### config.mk
export PLATFORM = sky130hd
export DESIGN_NAME = psfm_fault_manager
export DESIGN_NICKNAME = d
export VERILOG_FILES = /design/src/psfm_pkg.sv /design/src/psfm_fault_manager.sv
export SDC_FILE = /design/constraint.sdc
export NUM_CORES = 1
export LEC_CHECK = 0
export BUFFER_PORTS_ARGS = -buffer_cell sky130_fd_sc_hd__buf_2
export CAP_MARGIN = 10
export CORE_MARGIN = 3
export CORE_UTILIZATION = 50
export DETAILED_ROUTE_END_ITERATION = 8
export PLACE_DENSITY = 0.77
export SLEW_MARGIN = 20
export SYNTH_ARGS = -nofsm -noshare
export SYNTH_HDL_FRONTEND = slang
export SYNTH_SLANG_ARGS = --single-unit
### constraint.sdc
create_clock -name core_clk -period 2.8 [get_ports core_clk]
set_input_delay 0.56 -clock core_clk [delete_from_list [all_inputs] [get_ports core_clk]]
set_output_delay 0.56 -clock core_clk [all_outputs]
set_load 0.01 [all_outputs]
### src/psfm_pkg.sv
package psfm_pkg;
  // Fault codes sent to the controller.
  localparam logic [2:0] FC_NONE = 3'h0;
  localparam logic [2:0] FC_BIAS = 3'h1;
  localparam logic [2:0] FC_BOOST = 3'h2;
  localparam logic [2:0] FC_HS_SHORT = 3'h3;
  localparam logic [2:0] FC_LS_SHORT = 3'h4;
  localparam logic [2:0] FC_OVERTEMP = 3'h5;
  // Clock and recovery timing.
  localparam int unsigned CLK_PERIOD_PS = 25000;
  localparam int unsigned RECOVER_NS = 37000;
  localparam int unsigned RECOVER_CYCLES = (RECOVER_NS * 1000) / CLK_PERIOD_PS;
  // Register map.
  localparam logic [7:0] ADDR_STATUS = 8'h00;
  localparam logic [7:0] ADDR_MASK = 8'h04;
  localparam logic [7:0] ADDR_STATE = 8'h08;
  localparam logic [7:0] ADDR_CTRL = 8'h0c;
  localparam logic [8:0] MASK_RESET = 9'h000;
  localparam logic [0:0] CTRL_RESET = 1'h0;
  localparam int unsigned EV_BITS = 9;
endpackage

### src/psfm_fault_manager.sv
// Our own choices: register access over AXI4-Lite and the register addresses.
`timescale 1ns/100ps
module psfm_fault_manager
  import psfm_pkg::*;
#(
  parameter int unsigned RECOVER_COUNT = RECOVER_CYCLES
) (
  input  wire logic        core_clk,
  input  wire logic        rst,
  input  wire logic        boost_supply_lockout,
  input  wire logic        bias_supply_lockout,
  input  wire logic        input_supply_lockout,
  input  wire logic        valley_source_limit,
  input  wire logic        sink_current_limit,
  input  wire logic        peak_source_limit,
  input  wire logic        high_side_short,
  input  wire logic        low_side_short,
  input  wire logic        powerup_check,
  input  wire logic        overtemp,
  input  wire logic        hs_on,
  input  wire logic        ls_on,
  input  wire logic        hs_request,
  input  wire logic        ls_request,
  output logic             hs_gate,
  output logic             ls_gate,
  output logic             switching_enable,
  output logic             temp_fault_line_low,
  output logic [2:0]       fault_code,
  output logic             fault_latched,
  output logic             irq,
  input  wire logic [7:0]  s_axi_awaddr,
  input  wire logic        s_axi_awvalid,
  output logic             s_axi_awready,
  input  wire logic [31:0] s_axi_wdata,
  input  wire logic [3:0]  s_axi_wstrb,
  input  wire logic        s_axi_wvalid,
  output logic             s_axi_wready,
  output logic [1:0]       s_axi_bresp,
  output logic             s_axi_bvalid,
  input  wire logic        s_axi_bready,
  input  wire logic [7:0]  s_axi_araddr,
  input  wire logic        s_axi_arvalid,
  output logic             s_axi_arready,
  output logic [31:0]      s_axi_rdata,
  output logic [1:0]       s_axi_rresp,
  output logic             s_axi_rvalid,
  input  wire logic        s_axi_rready
);

  // Elaboration check: the recovery down-counter is 16 bits wide and must run at least once.
  if (RECOVER_COUNT < 1 || RECOVER_COUNT > 65535) begin : g_bad_count
    $error("RECOVER_COUNT out of range");
  end

  typedef enum logic [1:0] {ST_RUN, ST_HOLD, ST_RECOVER, ST_LATCHED} psfm_state_type;

  // Fault pins come from analog detectors, so each passes three synchroniser flops and a filter flop.
  localparam int unsigned NPIN = 12;
  logic [NPIN-1:0] raw;
  logic [NPIN-1:0] s1;
  logic [NPIN-1:0] s2;
  logic [NPIN-1:0] s3;
  logic [NPIN-1:0] flt;
  assign raw = {boost_supply_lockout, ls_on, hs_on, overtemp, powerup_check, low_side_short, high_side_short,
                peak_source_limit, sink_current_limit, valley_source_limit,
                input_supply_lockout, bias_supply_lockout};

  // Synchroniser chain; the filtered value only moves when the later stages agree.
  always_ff @(posedge core_clk) begin
    if (rst) begin
      s1 <= '0;
      s2 <= '0;
      s3 <= '0;
    end else begin
      s1 <= raw;
      s2 <= s1;
      s3 <= s2;
    end
  end

  genvar gi;
  generate
    for (gi = 0; gi < NPIN; gi++) begin : g_filt
      always_ff @(posedge core_clk) begin
        if (rst) begin
          flt[gi] <= 1'b0;
        end else if (s2[gi] == s3[gi]) begin
          flt[gi] <= s3[gi];
        end
      end
    end
  endgenerate

  logic boost_f;
  logic bias_f;
  logic input_f;
  logic valley_f;
  logic sink_f;
  logic peak_f;
  logic hss_f;
  logic lss_f;
  logic pucheck_f;
  logic ot_f;
  logic hson_f;
  logic lson_f;
  assign {boost_f, lson_f, hson_f, ot_f, pucheck_f, lss_f, hss_f, peak_f, sink_f, valley_f,
          input_f, bias_f} = flt;

  // Classify faults; the short checks qualify on which switch is on, the low-side one also on the power-up check.
  logic hs_short_ev;
  logic ls_short_ev;
  logic latch_ev;
  logic nonlatch_cond;
  assign hs_short_ev = hss_f && hson_f;
  assign ls_short_ev = lss_f && (lson_f || pucheck_f);
  assign latch_ev = boost_f || hs_short_ev || ls_short_ev || ot_f;
  assign nonlatch_cond = bias_f || input_f;

  // Code chosen for a new latched fault; earlier entries win on coincidence.
  function automatic logic [2:0] latch_code(input logic bst, input logic hs, input logic ls,
                                            input logic pu, input logic ot);
    if (bst) begin
      latch_code = FC_BOOST;
    end else if (hs) begin
      latch_code = FC_HS_SHORT;
    end else if (ls) begin
      latch_code = pu ? FC_NONE : FC_LS_SHORT;
    end else if (ot) begin
      latch_code = FC_OVERTEMP;
    end else begin
      latch_code = FC_NONE;
    end
  endfunction

  psfm_state_type state;
  logic [15:0] rec_cnt;
  logic valley_source_limit_hold;

  // Fault state machine. A latched shutdown leaves only by reset, which stands for the
  // bias power cycle; a cause still present after it latches again at once.
  always_ff @(posedge core_clk) begin
    if (rst) begin
      state <= ST_RUN;
      rec_cnt <= '0;
      fault_code <= FC_NONE;
    end else begin
      unique case (state)
        ST_RUN, ST_HOLD, ST_RECOVER: begin
          if (latch_ev) begin
            state <= ST_LATCHED;
            fault_code <= latch_code(boost_f, hs_short_ev, ls_short_ev, pucheck_f, ot_f);
          end else if (nonlatch_cond) begin
            state <= ST_HOLD;
            fault_code <= FC_BIAS;
          end else if (state == ST_HOLD) begin
            state <= ST_RECOVER;
            rec_cnt <= 16'(RECOVER_COUNT - 1);
          end else if (state == ST_RECOVER) begin
            if (rec_cnt == 16'h0000) begin
              state <= ST_RUN;
              fault_code <= FC_NONE;
            end else begin
              rec_cnt <= rec_cnt - 16'h0001;
            end
          end
        end
        ST_LATCHED: begin
          state <= ST_LATCHED;
        end
      endcase
    end
  end

  // Outputs: any shutdown state stops switching and pulls the line low.
  assign switching_enable = (state == ST_RUN);
  assign temp_fault_line_low = (state != ST_RUN);
  assign fault_latched = (state == ST_LATCHED);
  // Cycle clamps only gate the switches and never touch line or code.
  assign hs_gate = switching_enable && hs_request && !valley_source_limit_hold && !peak_f;
  assign ls_gate = switching_enable && ls_request && !sink_f;

  // Valley limit blocks a new turn-on, not a pulse already running.
  logic hs_req_d;
  always_ff @(posedge core_clk) begin
    if (rst) begin
      hs_req_d <= 1'b0;
    end else begin
      hs_req_d <= hs_gate;
    end
  end
  assign valley_source_limit_hold = valley_f && !hs_req_d;

  // Interrupt status: bit per event, set wins over read-clear.
  logic [EV_BITS-1:0] ev;
  logic [EV_BITS-1:0] status;
  logic [EV_BITS-1:0] mask;
  logic status_rd;
  assign ev = {ot_f, ls_short_ev, hs_short_ev, peak_f, sink_f, valley_f, input_f, bias_f, boost_f};
  always_ff @(posedge core_clk) begin
    if (rst) begin
      status <= '0;
    end else begin
      status <= (status_rd ? '0 : status) | ev;
    end
  end
  assign irq = |(status & mask);

  // AXI4-Lite slave: one write and one read in flight.
  logic aw_got;
  logic w_got;
  logic [7:0] aw_addr;
  logic [31:0] w_data;
  logic [3:0] w_strb;
  assign s_axi_awready = !aw_got && !s_axi_bvalid;
  assign s_axi_wready = !w_got && !s_axi_bvalid;
  always_ff @(posedge core_clk) begin
    if (rst) begin
      aw_got <= 1'b0;
      w_got <= 1'b0;
      aw_addr <= '0;
      w_data <= '0;
      w_strb <= '0;
      s_axi_bvalid <= 1'b0;
      s_axi_bresp <= 2'h0;
      mask <= MASK_RESET;
    end else begin
      if (s_axi_awvalid && s_axi_awready) begin
        aw_got <= 1'b1;
        aw_addr <= s_axi_awaddr;
      end
      if (s_axi_wvalid && s_axi_wready) begin
        w_got <= 1'b1;
        w_data <= s_axi_wdata;
        w_strb <= s_axi_wstrb;
      end
      if (aw_got && w_got) begin
        aw_got <= 1'b0;
        w_got <= 1'b0;
        s_axi_bvalid <= 1'b1;
        s_axi_bresp <= 2'h0;
        if (aw_addr == ADDR_MASK) begin
          if (w_strb[0]) mask[7:0] <= w_data[7:0];
          if (w_strb[1]) mask[8] <= w_data[8];
        // Control writes are taken but cannot lift a latch; only a power cycle can.
        end else if (aw_addr != ADDR_STATUS && aw_addr != ADDR_STATE && aw_addr != ADDR_CTRL) begin
          s_axi_bresp <= 2'h2;
        end
      end else if (s_axi_bvalid && s_axi_bready) begin
        s_axi_bvalid <= 1'b0;
      end
    end
  end

  // Read channel; a status read clears it as the data is captured.
  assign s_axi_arready = !s_axi_rvalid;
  assign status_rd = s_axi_arvalid && s_axi_arready && (s_axi_araddr == ADDR_STATUS);
  always_ff @(posedge core_clk) begin
    if (rst) begin
      s_axi_rvalid <= 1'b0;
      s_axi_rdata <= '0;
      s_axi_rresp <= 2'h0;
    end else if (s_axi_arvalid && s_axi_arready) begin
      s_axi_rvalid <= 1'b1;
      s_axi_rresp <= 2'h0;
      unique case (s_axi_araddr)
        ADDR_STATUS: s_axi_rdata <= {23'h0, status};
        ADDR_MASK: s_axi_rdata <= {23'h0, mask};
        ADDR_STATE: s_axi_rdata <= {27'h0, state == ST_LATCHED, temp_fault_line_low, fault_code};
        ADDR_CTRL: s_axi_rdata <= 32'h0;
        default: begin
          s_axi_rdata <= 32'h0;
          s_axi_rresp <= 2'h2;
        end
      endcase
    end else if (s_axi_rvalid && s_axi_rready) begin
      s_axi_rvalid <= 1'b0;
    end
  end
endmodule // psfm_fault_manager

Word-level counts from Yosys, hierarchy flattened:

Cells that the tools add are included.

* input port bits: 73
* word-level logic and storage cells: 141
* register bits after elaboration: 147

* bitwise gates (word level): 4
* muxes and demuxes: 28
* add/sub/neg operators: 1
* reductions and logical operators: 51
* eq/ne operators: 25

Operators by type and width (count)
* $mux W16: 3
* $mux W3: 10
* $pmux W9 S3: 1
* $logic_and A1 B1 Y1: 19
* $eq A8 B3 Y1 const B: 2
* $eq A8 B4 Y1 const B: 2
* $logic_not A16 Y1: 1
* $mux W2: 8
* $ne A8 B4 Y1 const B: 2
* $sub A16 B1 Y16 const B: 1
* $eq A1 B1 Y1: 12
* $ne A5 B5 Y1 const B: 2
* $and A9 B9 Y9: 1
* $mux W9: 1
* $or A9 B9 Y9: 1
* $reduce_or A9 Y1: 1
* $logic_not A1 Y1: 8
* $logic_not A8 Y1: 1
* $reduce_bool A2 Y1: 4
* $reduce_bool A8 Y1: 1
* $reduce_and A3 Y1: 2
* $reduce_bool A3 Y1: 2
* $logic_or A1 B1 Y1: 5
* $reduce_and A5 Y1: 1
* 13 further kinds: 18

Longest topological paths before layout:

* word-level depth: 7
* mapped depth: 8
* depth with buffers taken out: 7

Worst setup path after synthesis:

No wires, ideal clock.

* kind: reg2reg
* start: register state[0]
* end: register rec_cnt[5]
* path buffers: 0
* cell stages (with the launch flop): 8
* setup time: 71 ps
* period minus slack after synthesis: 2456 ps
* arrival time: 2385 ps
* data required time: 2729 ps
* slack: 344 ps
* cell sequence: dfxtp_1 inv_1 ha_1 nor4b_1 nand4_1 nor2_1 or4b_2 a21oi_1

* cells in the longest elaborated chain, start to end: 3

RTL lines
* from (decl): RTL line psfm_fault_manager.sv:135 `psfm_state_type state;`
* from (signal assigned): RTL line psfm_fault_manager.sv:143 `state <= ST_RUN;`
* from (signal assigned): RTL line psfm_fault_manager.sv:150 `state <= ST_LATCHED;`
* from (signal assigned): RTL line psfm_fault_manager.sv:153 `state <= ST_HOLD;`
* $eq A2 B1 Y1, or another cell as far along: RTL line psfm_fault_manager.sv:147, psfm_fault_manager.sv:155
* $ne A2 B2 Y1 (no source line), or another cell as far along
* $reduce_and A5 Y1 (no source line)
* to (signal assigned): RTL line psfm_fault_manager.sv:157 `rec_cnt <= 16'(RECOVER_COUNT - 1);`
* to (signal assigned): RTL line psfm_fault_manager.sv:163 `rec_cnt <= rec_cnt - 16'h0001;`
* to (decl): RTL line psfm_fault_manager.sv:136 `logic [15:0] rec_cnt;`

Parallel ways exist; a longest one is shown, timed or not.
A chain may end at the register's enable or synchronous reset.

Worst setup path after layout:

* start: register rec_cnt[10]
* end: register rec_cnt[7]

* cells in the longest elaborated chain, start to end: 3

RTL lines
* $logic_not A16 Y1: RTL line psfm_fault_manager.sv:159 `if (rec_cnt == 16'h0000) begin`
* $ne A2 B2 Y1 (no source line)
* $reduce_and A5 Y1 (no source line)

Every way passes these cells.

==> impl_metrics.json <==
{
  "status": "completed",
  "syn_area_um2": 4940,
  "hold_viol_final": 0,
  "grt_pass1_vias": 3825,
  "power_frac_clock_pct": 48.3,
  "synth-edff-count": 0,
  "die_h_um": 105,
  "area_growth_syn_to_layout_pct": 19.6,
  "peakVddDrop_mv": 0.597,
  "tightest_slew_ps": 623,
  "rows": 35,
  "slew_headroom_pct": 58.3,
  "crit_path_frequent_cell": "or4_4",
  "drc": 0,
  "clk_pin_slew_ps": 60,
  "grt_max_degree": 88,
  "clk_latency_ps": 510,
  "vias_per_cell": 5.25,
  "fmax_ghz": 0.414,
  "switchingPower_mw": 1.17,
  "synth.distinct_cells": 60,
  "pin_count": 123,
  "setup.worst_path.end_class": "flip-flop",
  "switching_share_pct": 26.4,
  "htreeDepth": 4,
  "dp_hpwl_um": 6820,
  "period_needed_ps": 2420,
  "antenna_found_initial": 0,
  "setup_viol": 0,
  "p_leak_nw": 2.45,
  "root_buffer": "clkbuf_8",
  "syn_avg_cell_area_um2": 8.82,
  "critPathSlowestCell": "or4_4",
  "synth_seq_cells": 122,
  "ys_warn_count": 0,
  "ant_nets": 0,
  "dieArea_um2": 11100,
  "core_area_um2": 9420,
  "critPathLaunchType": "flip-flop",
  "cts_setup_buffers": 0,
  "drive_gt1_share_pct": 19.7,
  "synth_top_cell_area_share_pct": 49.4,
  "cp_cell_sequence": "or4_4, or4_4, or2_1, a311o_2, o41ai_1",
  "diodes": 0,
  "synthTopCellsByArea": "dfxtp_1, a21oi_1, nand2_1",
  "crit_type": "reg2reg",
  "worstPathRequired_ps": 3210,
  "nets": 710,
  "cp_max_fo": 10,
  "fin_worst_skew_ps": 8.31,
  "internal-power_mw": 3.28,
  "drt-wirelength-per-cell_um": 13.4,
  "netlist_instances": 560,
  "cap_violations": 0,
  "p_per_area_nw_per_um2": 753,
  "pwr-share-comb_pct": 10.5,
  "port_buffers": 72,
  "initial_utilization_pct": 52.5,
  "layout_commonest_cell": "dfxtp_1",
  "drt_iter0_markers": 294,
  "totalWireLength_um": 10400,
  "hp-class": "in2reg",
  "overflow": 0,
  "dr_total_vias": 4063,
  "grt_pass1_wl_um": 17400,
  "rsz0062_at_grt": "false",
  "synthFlopType": "dfxtp_1",
  "die_w_um": 105,
  "maxSlewViolCount": 0,
  "async_flop_share_pct": 0,
  "crit_arrival_ps": 2820,
  "cts-hold-fix-buffers": 0,
  "setup-tns-final_ps": 0,
  "layout_common_cells": "dfxtp_1, nand2_1, a21oi_1, buf_2, nor2b_1",
  "yosysTopAreaCell": "dfxtp_1",
  "p_seq_share_pct": 41.2,
  "track_usage_pct": 19.1,
  "slowest_delay_ps": 590,
  "final_util_pct": 62.7,
  "clock-sinks": 122,
  "cts_buffers": 17,
  "gp_congestion": 0.854,
  "cts_resized": 0,
  "clock_path_buffers": 2,
  "min_period_over_period_pct": 86.3,
  "ys_seq_area_share_pct": 49.4,
  "first_pass_iters": 5,
  "cts_tree": "built"
}
-- metrics by stage --
| stage | instance area, um2 | hold WS (ps) | worst slack, ps | instances | power, mW |
|---|---|---|---|---|---|
| after floorplan | 5030 | 414 | 344 | 584 | 2.26 |
| after global placement | 5320 | 418 | 466 | 742 | 2.31 |
| after detailed placement | 5320 | 421 | 415 | 742 | 2.32 |
| after CTS | 5910 | 219 | 388 | 774 | 4.47 |
| after global routing | 5910 | 226 | 275 | 774 | 4.63 |
| final | 5910 | 232 | 383 | 774 | 4.45 |
-- sequential cells by signal (all words and copies together), names as in the netlist, 3 cells and up --
register and cells:
rec_cnt 16, s1 12, s2 12, s3 12, mask 9, s_axi_rdata 9, status 9, w_data 9
aw_addr 8, fault_code 3
-- critical path: cells and delay by family, from the launching register on --
family | cells | cell delay (ps)
and+or+nand+nor | 3 | 1450
DFF | 1 | 360
AOI/OAI and AO/OA | 2 | 500
-- cells in the mapped netlist (3+ instances only) --
library cell  instances
a22oi_1               5
nand3_1               8
a21o_1                3
nand4_1               3
nand2b_1              7
or3_2                 3
nor3_1               10
dfxtp_1             122
buf_4                26
a21oi_1              71
mux2_2                4
buf_2                 3
nor2_1               33
nor4_1                6
nor2b_1              39
o21ai_0              22
a311oi_1              5
nand2_1              84
buf_1                 3
o21bai_1              3
inv_1                15
mux2i_1              14
o41ai_1               3
ha_1                  5
clkbuf_1             16
-- metal layers --
metal / global-route usage (%) / share of wire (%) / vias to the layer above
li1: - / - / 2046
met1: 23.4 / 44 / 1863
met2: 31.9 / 48 / 136
met3: 5.21 / 6.2 / 18
met4: 7.03 / 1.4 / 0
met5: 0 / 0 / -
-- power by group through the flow --
stage / clock network [mW] / logic [mW] / registers [mW]
global route: 2.27 / 0.526 / 1.84
floorplan: 0 / 0.401 / 1.86
detailed placement: 0 / 0.458 / 1.87
CTS: 2.18 / 0.464 / 1.83
finish: 2.15 / 0.467 / 1.83
global placement: 0 / 0.442 / 1.86
-- area by class of cell --
type / count / area (um2)
fill: 768 / 3510
sequential: 122 / 2440
multi-input combinational: 397 / 2230
timing repair buffer: 79 / 428
clock buffer: 17 / 414
clock inverter: 15 / 176
tap: 129 / 161
inverter: 15 / 56.3
-- path summary, 6_finish.rpt --
check / startpoint / endpoint / slack [ps] / cells past startpoint
setup reg to reg: rec_cnt[10]$_SDFFE_PP0P_ / rec_cnt[7]$_SDFFE_PP0P_ / 380 / 5
hold reg to reg: s1[11]$_SDFF_PP0_ / s2[11]$_SDFF_PP0_ / 430 / 1
setup / recovery: rec_cnt[10]$_SDFFE_PP0P_ / rec_cnt[7]$_SDFFE_PP0P_ / 380 / 5
hold / removal: s_axi_rready / s_axi_rvalid$_SDFFE_PP0P_ / 230 / 2
-- logic make-up (layout without fill, tap and decap cells) --
| family | after synthesis | count (layout) | synth area share (%) |
|---|---|---|---|
| flops | 122 | 122 | 49.4 |
| simple gates | 211 | 211 | 21.0 |
| compound gates | 138 | 138 | 17.1 |
| other cells | 1 | 25 | 0.0759 |
| fa+ha+maj | 5 | 5 | 1.27 |
| buf+inv | 65 | 126 | 7.29 |
| mux | 18 | 18 | 3.75 |
No activity file was read; power rests on OpenSTA's default activity.
